**config.mk**
```make
export PLATFORM = sky130hd
export DESIGN_NAME = ums_modem_status
export DESIGN_NICKNAME = d
export VERILOG_FILES = /design/src/inc/ums_pkg.sv /design/src/logic/ums_modem_status.sv /design/src/logic/ums_modem_sync.sv /design/src/logic/ums_axil_slave.sv
export SDC_FILE = /design/constraint.sdc
export NUM_CORES = 1
export LEC_CHECK = 0
export ABC_AREA = 0
export BUFFER_PORTS_ARGS = -buffer_cell sky130_fd_sc_hd__buf_2
export CELL_PAD_IN_SITES_DETAIL_PLACEMENT = 0
export CELL_PAD_IN_SITES_GLOBAL_PLACEMENT = 2
export CORE_UTILIZATION = 27
export CTS_BUF_LIST = sky130_fd_sc_hd__clkbuf_8
export DETAILED_ROUTE_END_ITERATION = 12
export HOLD_SLACK_MARGIN = 0.03
export PLACE_DENSITY_LB_ADDON = 0.05
export SLEW_MARGIN = 20
export SYNTH_ARGS = -nofsm -noshare
export SYNTH_HDL_FRONTEND = slang
export SYNTH_SLANG_ARGS = --single-unit
```
**constraint.sdc**
```tcl
create_clock -name aclk -period 1.9 [get_ports aclk]
set_input_delay 0 -clock aclk [delete_from_list [all_inputs] [get_ports aclk]]
set_output_delay 0 -clock aclk [all_outputs]
set_load 0.05 [all_outputs]
```
**src/inc/ums_pkg.sv**
```systemverilog
// package for the uart modem status logic: offsets, bit positions, resets
// assumes a 32-bit axi4-lite register bus and 8-bit registers in the low byte
package ums_pkg;
  localparam int AXI_AW = 8;
  localparam int AXI_DW = 32;
  localparam int REG_W  = 8;
  // register byte offsets
  localparam logic [AXI_AW-1:0] OFS_LINE_STATUS  = 8'h00;
  localparam logic [AXI_AW-1:0] OFS_MODEM_STATUS = 8'h04;
  localparam logic [AXI_AW-1:0] OFS_MODEM_CTRL   = 8'h08;
  localparam logic [AXI_AW-1:0] OFS_ENH_FEATURE  = 8'h0C;
  localparam logic [AXI_AW-1:0] OFS_IRQ_STATUS   = 8'h10;
  localparam logic [AXI_AW-1:0] OFS_IRQ_CLEAR    = 8'h14;
  localparam logic [AXI_AW-1:0] OFS_IRQ_ENABLE   = 8'h18;
  // modem_control fields
  localparam int MCR_DTR  = 0;
  localparam int MCR_RTS  = 1;
  localparam int MCR_USER_OUTPUT_ONE = 2;
  localparam int MCR_USER_OUTPUT_TWO = 3;
  localparam int MCR_LOOP = 4;
  localparam int MCR_W    = 5;
  // enhanced_feature_control field
  localparam int EFR_AUTO_CTS = 7;
  // modem status line indices inside the 4-bit vectors (dcd, ri, dsr, cts)
  localparam int ML_DCD = 3;
  localparam int ML_RI  = 2;
  localparam int ML_DSR = 1;
  localparam int ML_CTS = 0;
  localparam int ML_N   = 4;
  // line_status field
  localparam int LS_RX_READY = 0;
  // interrupt status fields
  localparam int IRQ_MODEM = 0;
  localparam int IRQ_RX    = 1;
  localparam int IRQ_N     = 2;
  // reset values
  localparam logic [MCR_W-1:0] MCR_RST  = 5'h00;
  localparam logic             EFR_RST  = 1'b0;
  localparam logic [IRQ_N-1:0] IRQ_RST  = 2'h0;
  localparam logic [ML_N-1:0]  DELTA_RST = 4'h0;
  localparam logic [ML_N-1:0]  STAT_RST  = 4'h0;
  localparam logic [ML_N-1:0]  PIN_IDLE  = 4'hF;
  // axi responses
  localparam logic [1:0] RESP_OKAY   = 2'h0;
  localparam logic [1:0] RESP_SLVERR = 2'h2;

  typedef struct packed {
    logic dcd;
    logic ri;
    logic dsr;
    logic cts;
  } ums_modem_s;

  typedef struct packed {
    logic [AXI_AW-1:0] addr;
    logic [AXI_DW-1:0] data;
    logic [3:0]        strb;
  } ums_wr_s;
endpackage : ums_pkg

```
**src/logic/ums_modem_status.sv**
```systemverilog
// uart modem status logic: modem status, receive-ready flag, auto cts halt
// assumes the uart core supplies the receive count and transmitter busy level
//
// Our own choices: the register offsets and the AXI4-Lite slave port.
`timescale 1ns/100ps
module ums_modem_status #(
  parameter int RXCNT_W = 5
) (
  // clock and reset
  input  wire logic                        aclk,
  input  wire logic                        aresetn,
  // axi4-lite slave
  input  wire logic [ums_pkg::AXI_AW-1:0]  awaddr,
  input  wire logic                        awvalid,
  output logic                             awready,
  input  wire logic [ums_pkg::AXI_DW-1:0]  wdata,
  input  wire logic [3:0]                  wstrb,
  input  wire logic                        wvalid,
  output logic                             wready,
  output logic [1:0]                       bresp,
  output logic                             bvalid,
  input  wire logic                        bready,
  input  wire logic [ums_pkg::AXI_AW-1:0]  araddr,
  input  wire logic                        arvalid,
  output logic                             arready,
  output logic [ums_pkg::AXI_DW-1:0]       rdata,
  output logic [1:0]                       rresp,
  output logic                             rvalid,
  input  wire logic                        rready,
  // modem pins, active low
  input  wire ums_pkg::ums_modem_s         modem_pins_n,
  output logic                             dtr_n,
  output logic                             rts_n,
  output logic                             user_output_one_n,
  output logic                             user_output_two_n,
  // uart core side
  input  wire logic [RXCNT_W-1:0]          rx_count,
  input  wire logic                        tx_busy,
  output logic                             tx_halt,
  // interrupts
  output logic                             modem_irq,
  output logic                             irq
);
  logic                             wr_en;
  ums_pkg::ums_wr_s                 wr_req;
  logic                             wr_ok;
  logic                             rd_en;
  logic [ums_pkg::AXI_AW-1:0]       rd_addr;
  logic [ums_pkg::AXI_DW-1:0]       rd_data;
  logic                             rd_ok;
  logic [ums_pkg::ML_N-1:0]         pins_sync_n;
  logic [ums_pkg::ML_N-1:0]         stat_now;
  logic [ums_pkg::ML_N-1:0]         chg;
  logic                             ms_rd;
  logic                             wr_lane;
  logic                             rx_any;

  logic [ums_pkg::MCR_W-1:0]        mcr_ff,      nxt_mcr;
  logic                             auto_cts_ff, nxt_auto_cts;
  logic [ums_pkg::IRQ_N-1:0]        ien_ff,      nxt_ien;
  logic [ums_pkg::IRQ_N-1:0]        ists_ff,     nxt_ists;
  logic [ums_pkg::ML_N-1:0]         prev_ff,     nxt_prev;
  logic [ums_pkg::ML_N-1:0]         delta_ff,    nxt_delta;
  logic                             rx_ready_ff, nxt_rx_ready;
  logic                             tx_halt_ff,  nxt_tx_halt;

  ums_axil_slave u_bus (
    .aclk    (aclk),
    .aresetn (aresetn),
    .awaddr  (awaddr),
    .awvalid (awvalid),
    .awready (awready),
    .wdata   (wdata),
    .wstrb   (wstrb),
    .wvalid  (wvalid),
    .wready  (wready),
    .bresp   (bresp),
    .bvalid  (bvalid),
    .bready  (bready),
    .araddr  (araddr),
    .arvalid (arvalid),
    .arready (arready),
    .rdata   (rdata),
    .rresp   (rresp),
    .rvalid  (rvalid),
    .rready  (rready),
    .wr_en   (wr_en),
    .wr_req  (wr_req),
    .wr_ok   (wr_ok),
    .rd_en   (rd_en),
    .rd_addr (rd_addr),
    .rd_data (rd_data),
    .rd_ok   (rd_ok)
  );

  // modem inputs into the clock domain
  ums_modem_sync #(
    .W (ums_pkg::ML_N)
  ) u_sync (
    .aclk    (aclk),
    .aresetn (aresetn),
    .pin_n   (modem_pins_n),
    .sync_n  (pins_sync_n)
  );

  // status levels: complemented pins, or modem_control bits in loop-back
  always_comb begin
    if (mcr_ff[ums_pkg::MCR_LOOP]) begin
      stat_now[ums_pkg::ML_DCD] = mcr_ff[ums_pkg::MCR_USER_OUTPUT_TWO];
      stat_now[ums_pkg::ML_RI]  = mcr_ff[ums_pkg::MCR_USER_OUTPUT_ONE];
      stat_now[ums_pkg::ML_DSR] = mcr_ff[ums_pkg::MCR_DTR];
      stat_now[ums_pkg::ML_CTS] = mcr_ff[ums_pkg::MCR_RTS];
    end else begin
      stat_now = ~pins_sync_n;
    end
  end

  // change detection against the previous sample
  always_comb begin
    chg = stat_now ^ prev_ff;
    chg[ums_pkg::ML_RI] = prev_ff[ums_pkg::ML_RI] && !stat_now[ums_pkg::ML_RI];
    nxt_prev = stat_now;
  end

  // register access decode
  always_comb begin
    ms_rd   = rd_en && (rd_addr == ums_pkg::OFS_MODEM_STATUS);
    wr_lane = wr_en && wr_req.strb[0];
    rd_ok   = 1'b1;
    rd_data = '0;
    case (rd_addr)
      ums_pkg::OFS_LINE_STATUS:  rd_data[ums_pkg::LS_RX_READY] = rx_ready_ff;
      ums_pkg::OFS_MODEM_STATUS: rd_data[ums_pkg::REG_W-1:0] = {stat_now, delta_ff};
      ums_pkg::OFS_MODEM_CTRL:   rd_data[ums_pkg::MCR_W-1:0] = mcr_ff;
      ums_pkg::OFS_ENH_FEATURE:  rd_data[ums_pkg::EFR_AUTO_CTS] = auto_cts_ff;
      ums_pkg::OFS_IRQ_STATUS:   rd_data[ums_pkg::IRQ_N-1:0] = ists_ff;
      ums_pkg::OFS_IRQ_CLEAR:    rd_data = '0;
      ums_pkg::OFS_IRQ_ENABLE:   rd_data[ums_pkg::IRQ_N-1:0] = ien_ff;
      default:                   rd_ok = 1'b0;
    endcase
    case (wr_req.addr)
      ums_pkg::OFS_LINE_STATUS,
      ums_pkg::OFS_MODEM_STATUS,
      ums_pkg::OFS_MODEM_CTRL,
      ums_pkg::OFS_ENH_FEATURE,
      ums_pkg::OFS_IRQ_STATUS,
      ums_pkg::OFS_IRQ_CLEAR,
      ums_pkg::OFS_IRQ_ENABLE:   wr_ok = 1'b1;
      default:                   wr_ok = 1'b0;
    endcase
  end

  // software writable control
  always_comb begin
    nxt_mcr      = mcr_ff;
    nxt_auto_cts = auto_cts_ff;
    nxt_ien      = ien_ff;
    if (wr_lane && wr_req.addr == ums_pkg::OFS_MODEM_CTRL) begin
      nxt_mcr = wr_req.data[ums_pkg::MCR_W-1:0];
    end
    if (wr_lane && wr_req.addr == ums_pkg::OFS_ENH_FEATURE) begin
      nxt_auto_cts = wr_req.data[ums_pkg::EFR_AUTO_CTS];
    end
    if (wr_lane && wr_req.addr == ums_pkg::OFS_IRQ_ENABLE) begin
      nxt_ien = wr_req.data[ums_pkg::IRQ_N-1:0];
    end
  end

  // change bits: a change in the read cycle survives the clear
  always_comb begin
    nxt_delta = delta_ff;
    if (ms_rd) begin
      nxt_delta = ums_pkg::DELTA_RST;
    end
    nxt_delta = nxt_delta | chg;
  end

  // receive ready, sticky interrupt status, transmit halt
  always_comb begin
    rx_any       = (rx_count != '0);
    nxt_rx_ready = rx_any;
    nxt_ists     = ists_ff;
    if (wr_lane && wr_req.addr == ums_pkg::OFS_IRQ_CLEAR) begin
      nxt_ists = ists_ff & ~wr_req.data[ums_pkg::IRQ_N-1:0];
    end
    nxt_ists[ums_pkg::IRQ_MODEM] = nxt_ists[ums_pkg::IRQ_MODEM] | (|chg);
    nxt_ists[ums_pkg::IRQ_RX]    = nxt_ists[ums_pkg::IRQ_RX] | (rx_any && !rx_ready_ff);
    nxt_tx_halt = tx_halt_ff;
    if (!tx_busy) begin
      nxt_tx_halt = auto_cts_ff && pins_sync_n[ums_pkg::ML_CTS];
    end
  end

  always_ff @(posedge aclk) begin
    if (!aresetn) begin
      mcr_ff      <= ums_pkg::MCR_RST;
      auto_cts_ff <= ums_pkg::EFR_RST;
      ien_ff      <= ums_pkg::IRQ_RST;
      ists_ff     <= ums_pkg::IRQ_RST;
      prev_ff     <= ums_pkg::STAT_RST;
      delta_ff    <= ums_pkg::DELTA_RST;
      rx_ready_ff <= 1'b0;
      tx_halt_ff  <= 1'b0;
    end else begin
      mcr_ff      <= nxt_mcr;
      auto_cts_ff <= nxt_auto_cts;
      ien_ff      <= nxt_ien;
      ists_ff     <= nxt_ists;
      prev_ff     <= nxt_prev;
      delta_ff    <= nxt_delta;
      rx_ready_ff <= nxt_rx_ready;
      tx_halt_ff  <= nxt_tx_halt;
    end
  end

  // outputs; modem outputs sit inactive in loop-back
  assign dtr_n             = !(mcr_ff[ums_pkg::MCR_DTR]  && !mcr_ff[ums_pkg::MCR_LOOP]);
  assign rts_n             = !(mcr_ff[ums_pkg::MCR_RTS]  && !mcr_ff[ums_pkg::MCR_LOOP]);
  assign user_output_one_n = !(mcr_ff[ums_pkg::MCR_USER_OUTPUT_ONE] && !mcr_ff[ums_pkg::MCR_LOOP]);
  assign user_output_two_n = !(mcr_ff[ums_pkg::MCR_USER_OUTPUT_TWO] && !mcr_ff[ums_pkg::MCR_LOOP]);
  assign tx_halt           = tx_halt_ff;
  assign modem_irq         = |delta_ff;
  assign irq               = |(ists_ff & ien_ff);
endmodule : ums_modem_status

```
**src/logic/ums_modem_sync.sv**
```systemverilog
// two-flop synchroniser for the active-low modem input pins
// assumes the pins idle high; reset loads the idle level
`timescale 1ns/100ps
module ums_modem_sync #(
  parameter int W = 4
) (
  // clock and reset
  input  wire logic         aclk,
  input  wire logic         aresetn,
  // pins and synchronised levels
  input  wire logic [W-1:0] pin_n,
  output logic      [W-1:0] sync_n
);
  logic [W-1:0] meta_ff;
  logic [W-1:0] sync_ff;

  genvar g;
  generate
    for (g = 0; g < W; g++) begin : g_bit
      always_ff @(posedge aclk) begin
        if (!aresetn) begin
          meta_ff[g] <= ums_pkg::PIN_IDLE[g];
          sync_ff[g] <= ums_pkg::PIN_IDLE[g];
        end else begin
          meta_ff[g] <= pin_n[g];
          sync_ff[g] <= meta_ff[g];
        end
      end
    end
  endgenerate

  assign sync_n = sync_ff;
endmodule : ums_modem_sync

```
**src/logic/ums_axil_slave.sv**
```systemverilog
// axi4-lite slave: turns bus transfers into register read and write strobes
// assumes the register file decodes combinationally and answers in the same cycle
`timescale 1ns/100ps
module ums_axil_slave (
  // clock and reset
  input  wire logic                        aclk,
  input  wire logic                        aresetn,
  // write address and data
  input  wire logic [ums_pkg::AXI_AW-1:0]  awaddr,
  input  wire logic                        awvalid,
  output logic                             awready,
  input  wire logic [ums_pkg::AXI_DW-1:0]  wdata,
  input  wire logic [3:0]                  wstrb,
  input  wire logic                        wvalid,
  output logic                             wready,
  // write response
  output logic [1:0]                       bresp,
  output logic                             bvalid,
  input  wire logic                        bready,
  // read address and data
  input  wire logic [ums_pkg::AXI_AW-1:0]  araddr,
  input  wire logic                        arvalid,
  output logic                             arready,
  output logic [ums_pkg::AXI_DW-1:0]       rdata,
  output logic [1:0]                       rresp,
  output logic                             rvalid,
  input  wire logic                        rready,
  // register side
  output logic                             wr_en,
  output ums_pkg::ums_wr_s                 wr_req,
  input  wire logic                        wr_ok,
  output logic                             rd_en,
  output logic [ums_pkg::AXI_AW-1:0]       rd_addr,
  input  wire logic [ums_pkg::AXI_DW-1:0]  rd_data,
  input  wire logic                        rd_ok
);
  logic                        aw_held_ff, nxt_aw_held;
  logic                        w_held_ff,  nxt_w_held;
  ums_pkg::ums_wr_s            req_ff,     nxt_req;
  logic                        bvalid_ff,  nxt_bvalid;
  logic [1:0]                  bresp_ff,   nxt_bresp;
  logic                        rvalid_ff,  nxt_rvalid;
  logic [1:0]                  rresp_ff,   nxt_rresp;
  logic [ums_pkg::AXI_DW-1:0]  rdata_ff,   nxt_rdata;

  // write channel: address and data in either order, then one response
  always_comb begin
    awready     = !aw_held_ff && !bvalid_ff;
    wready      = !w_held_ff && !bvalid_ff;
    wr_en       = aw_held_ff && w_held_ff;
    nxt_aw_held = aw_held_ff;
    nxt_w_held  = w_held_ff;
    nxt_req     = req_ff;
    nxt_bvalid  = bvalid_ff;
    nxt_bresp   = bresp_ff;
    if (awvalid && awready) begin
      nxt_aw_held  = 1'b1;
      nxt_req.addr = awaddr;
    end
    if (wvalid && wready) begin
      nxt_w_held   = 1'b1;
      nxt_req.data = wdata;
      nxt_req.strb = wstrb;
    end
    if (wr_en) begin
      nxt_aw_held = 1'b0;
      nxt_w_held  = 1'b0;
      nxt_bvalid  = 1'b1;
      nxt_bresp   = wr_ok ? ums_pkg::RESP_OKAY : ums_pkg::RESP_SLVERR;
    end
    if (bvalid_ff && bready) begin
      nxt_bvalid = 1'b0;
    end
  end

  // read channel: data one cycle after the address is taken
  always_comb begin
    arready    = !rvalid_ff;
    rd_en      = arvalid && arready;
    rd_addr    = araddr;
    nxt_rvalid = rvalid_ff;
    nxt_rresp  = rresp_ff;
    nxt_rdata  = rdata_ff;
    if (rd_en) begin
      nxt_rvalid = 1'b1;
      nxt_rdata  = rd_data;
      nxt_rresp  = rd_ok ? ums_pkg::RESP_OKAY : ums_pkg::RESP_SLVERR;
    end else if (rvalid_ff && rready) begin
      nxt_rvalid = 1'b0;
    end
  end

  always_ff @(posedge aclk) begin
    if (!aresetn) begin
      aw_held_ff <= 1'b0;
      w_held_ff  <= 1'b0;
      req_ff     <= '0;
      bvalid_ff  <= 1'b0;
      bresp_ff   <= ums_pkg::RESP_OKAY;
      rvalid_ff  <= 1'b0;
      rresp_ff   <= ums_pkg::RESP_OKAY;
      rdata_ff   <= '0;
    end else begin
      aw_held_ff <= nxt_aw_held;
      w_held_ff  <= nxt_w_held;
      req_ff     <= nxt_req;
      bvalid_ff  <= nxt_bvalid;
      bresp_ff   <= nxt_bresp;
      rvalid_ff  <= nxt_rvalid;
      rresp_ff   <= nxt_rresp;
      rdata_ff   <= nxt_rdata;
    end
  end

  assign wr_req = req_ff;
  assign bvalid = bvalid_ff;
  assign bresp  = bresp_ff;
  assign rvalid = rvalid_ff;
  assign rresp  = rresp_ff;
  assign rdata  = rdata_ff;
endmodule : ums_axil_slave

```
==> run summary <==
### Layout
* leading cell type in the layout, fill and taps excluded: buf_2
* share of cells above drive strength 1: 23.9%
* FF+latch area: 1140 um2
* Filler cells: 939
* final standard cell area without fillers: 3350 um2
* post-layout utilization of the core: 37.7%
* most used cells in the layout excluding fill and tap cells: 61 x buf_2, 57 x dfxtp_1, 28 x nor2_1
* total number of nets in the final design: 444
* area growth from synthesis to final layout: 32.5%
* antenna fix cells: 0
* area of the multi-input gates: 1220 um2
* number of non-filler instances in the completed layout: 488

### Status
* status: completed

### Power and ir drop
* share of total power in the clock network: 42.5%
* static power due to leakage: 1.48 nW
* Int Power: 0.00217 W
* fraction of power spent switching nets: 28.3%
* share of total power in combinational logic: 14.8%
* power density over cell area: 904 nW/um2
* Worst VDD drop: 0.468 mV
* P_sw: 0.000857 W
* sequential group share of total power: 42.7%

### STA
* part of the cycle the worst path needs: 78.4%
* final setup vio count: 0
* min Tclk post-route: 1490 ps
* unrepaired setup endpoints after global routing: no
* number of hold violations in the final report: 0
* setup tns final: 0 ps
* worst clock skew on the final layout: 7.55 ps
* number of pins with negative max-slew slack in the final report: 0
* highest attainable clock frequency: 0.671 GHz

### GRT
* number of global-route vias before repair: 1946
* leftover overflow at the end of global routing: 0
* total routing resource utilization after global routing: 13.4%
* antenna violations before repair: 0
* first-pass GRT wire length: 9980 um
* maximum number of pins on one net before global-route repair: 25

### Clock network
* Worst-path clk slew: 70 ps
* buffer type at the clock tree root: clkbuf_8
* sinks on the clock net: 57
* latest clock arrival within the worst-skew pair: 330 ps
* TritonCTS buffer count: 9
* Max Buffers Root-to-Sink: 2
* clock tree from TritonCTS: built
* CTS-repair resized insts: 0
* CTS H-tree depth: 3

### Hold path
* startpoint of the worst hold path: rx_count[4]
* type of the tightest min-delay check: in -> reg

### Routing
* drt total wl: 6150 um
* routed length on met3: 337 um
* wire length the detailed router placed on met1: 3220 um
* drt pass-1 iters: 4
* first-iteration detailed-routing DRC count: 74
* number of vias after detailed routing: 2142
* antenna viol nets, final: 0
* routed via count divided by cell count: 4.39
* top layer used by detailed routing: met4
* met2 routed WL: 2540 um
* wire length per cell after detailed routing: 12.6 um
* number of DRC violations after detailed routing: 0

### Floorplanning
* number of cell rows: 34
* die extent in y: 98.8 um
* IO Count: 117
* area of the core: 8890 um2
* die area: 9760 um2
* starting density of the core: 28.4%
* width of the chip: 98.8 um

### Yosys
* synthesized area per cell: 8.90 um2
* ys async rst share: 0%
* Warnings, synthesis: 0
* Post-synth EDFFs: 0
* sequential area share after synthesis: 45.1%
* top cells by area in the synthesized netlist: dfxtp_1 45%, mux2i_1 7.9%, buf_4 7.7%, nand2b_1 5.4%, nor2_1 4.5%
* area of the mapped netlist: 2530 um2
* fraction of post-synthesis cell area in the top cell type by area: 45.1%
* Main synth FF type: dfxtp_1
* synthesis-stage register bit count: 57
* Distinct cells, synth: 42
* post-synthesis cell count: 284
* library cell with the largest summed area after synthesis: dfxtp_1

### Worst setup path
* crit path max-delay cell type: nor4_4
* Reg2Reg Launch Point: u_bus.rvalid$_SDFFE_PN0P_
* slack of the worst reg-to-reg path: 410 ps
* CP Launch Point: u_bus.rvalid$_SDFFE_PN0P_
* critical path launch point type: flop
* Bufs and invs on worst path: 0
* crit path cell chain: nand2b_1 -> nor4_4 -> nand3_2 -> o21ai_1
* worst stage delay on the critical path: 460 ps
* cell family with most CP delay: simple AND/OR/NAND/NOR gates
* kind of critical path: reg -> reg
* largest driver fanout on the critical path: 6
* crit end category: flop
* Required @ worst endpoint: 2160 ps
* Crit path arrival time: 1750 ps

### Flow run
* number of max-cap violations: 0

### Place
* placed instance count: 448
* total half-perimeter wirelength after legalization and detailed placement: 4430 um
* routability cong.: 0.680
* area after detailed placement: 2880 um2
* IO buf count: 61

state kept, by name, indices dropped and copies added (netlist names):
name	flops
u_sync.sync_n	4
u_bus.wr_req	15
mcr_ff	5
u_bus.rdata	8
u_sync.meta_ff	4
tx_halt	1
u_bus.bresp	1
ists_ff	2
u_bus.rvalid	1
prev_ff	4
delta_ff	4
u_bus.rresp	1
u_bus.w_held_ff	1
u_bus.aw_held_ff	1
rx_ready_ff	1
auto_cts_ff	1
ien_ff	2
u_bus.bvalid	1
logic make-up (layout without fill, tap and decap cells):
kind of cell,count (synthesis),after routing,share of synthesized area [%]
buf+inv,45,116,10.6
flops,57,57,45.1
other cells,1,26,0.148
xor+xnor,2,2,0.693
mux,20,20,7.92
compound gates,44,44,10.9
simple gates,115,115,24.6
Yosys cell counts, types with 6 or more instances:
| library cell | count |
|---|---|
| dfxtp_1 | 57 |
| nor2_1 | 30 |
| buf_4 | 26 |
| nand2_1 | 23 |
| nand2b_1 | 22 |
| mux2i_1 | 20 |
| a21oi_1 | 17 |
| clkbuf_1 | 8 |
| inv_1 | 8 |
| nand4_1 | 6 |
power by group through the flow:
stage	registers, W	logic (W)	clock network (W)
floorplan	0.00132	0.000337	0
CTS	0.00129	0.000451	0.00133
global route	0.00130	0.000485	0.00139
detailed placement	0.00132	0.000413	0
global placement	0.00132	0.000412	0
finish	0.00129	0.000447	0.00129
metrics by stage:
stage / hold slack [ps] / total power [W] / setup slack [ps]
after floorplan: 101 / 0.00166 / 127
after global placement: 179 / 0.00173 / 348
after detailed placement: 183 / 0.00173 / 371
after CTS: 34.8 / 0.00307 / 410
after global routing: 52.8 / 0.00318 / 293
final: 29.3 / 0.00303 / 410
tightest hold or removal path: cells and delay by family:
family                 cells  cell delay (ps)
buffers and inverters      2              140
AOI/OAI and AO/OA          1              100
and+or+nand+nor            1               90
layer usage:
metal	up-vias	global-route usage (%)
met4	0	3.44
met5	-	0
met1	965	19.0
met3	5	4.89
met2	72	19.1
li1	1100	-
final cells by class:
class	instances	share of cell area, %
sequential	57	34.1
multi-input combinational	207	36.3
clock buffer	10	4.11
clock inverter	6	2.73
inverter	8	0.896
timing repair buffer	92	17.8
tap	108	4.03
repair_timing:
item / 4_1_cts / 5_1_grt
hold endpoints to repair: 24 / 0
buffers inserted: 0 / 0
hold buffers: 24 / 0
final timing paths:
kind	endpoint	cells after the start
setup / recovery	u_bus.rdata[3]$_SDFFE_PN0N_	4
hold / removal	rx_ready_ff$_SDFF_PN0_	4
setup reg to reg	u_bus.rdata[3]$_SDFFE_PN0N_	4
hold reg to reg	u_sync.sync_n[2]$_SDFF_PN1_	1
Note: power is estimated with default switching activity, not from simulation.
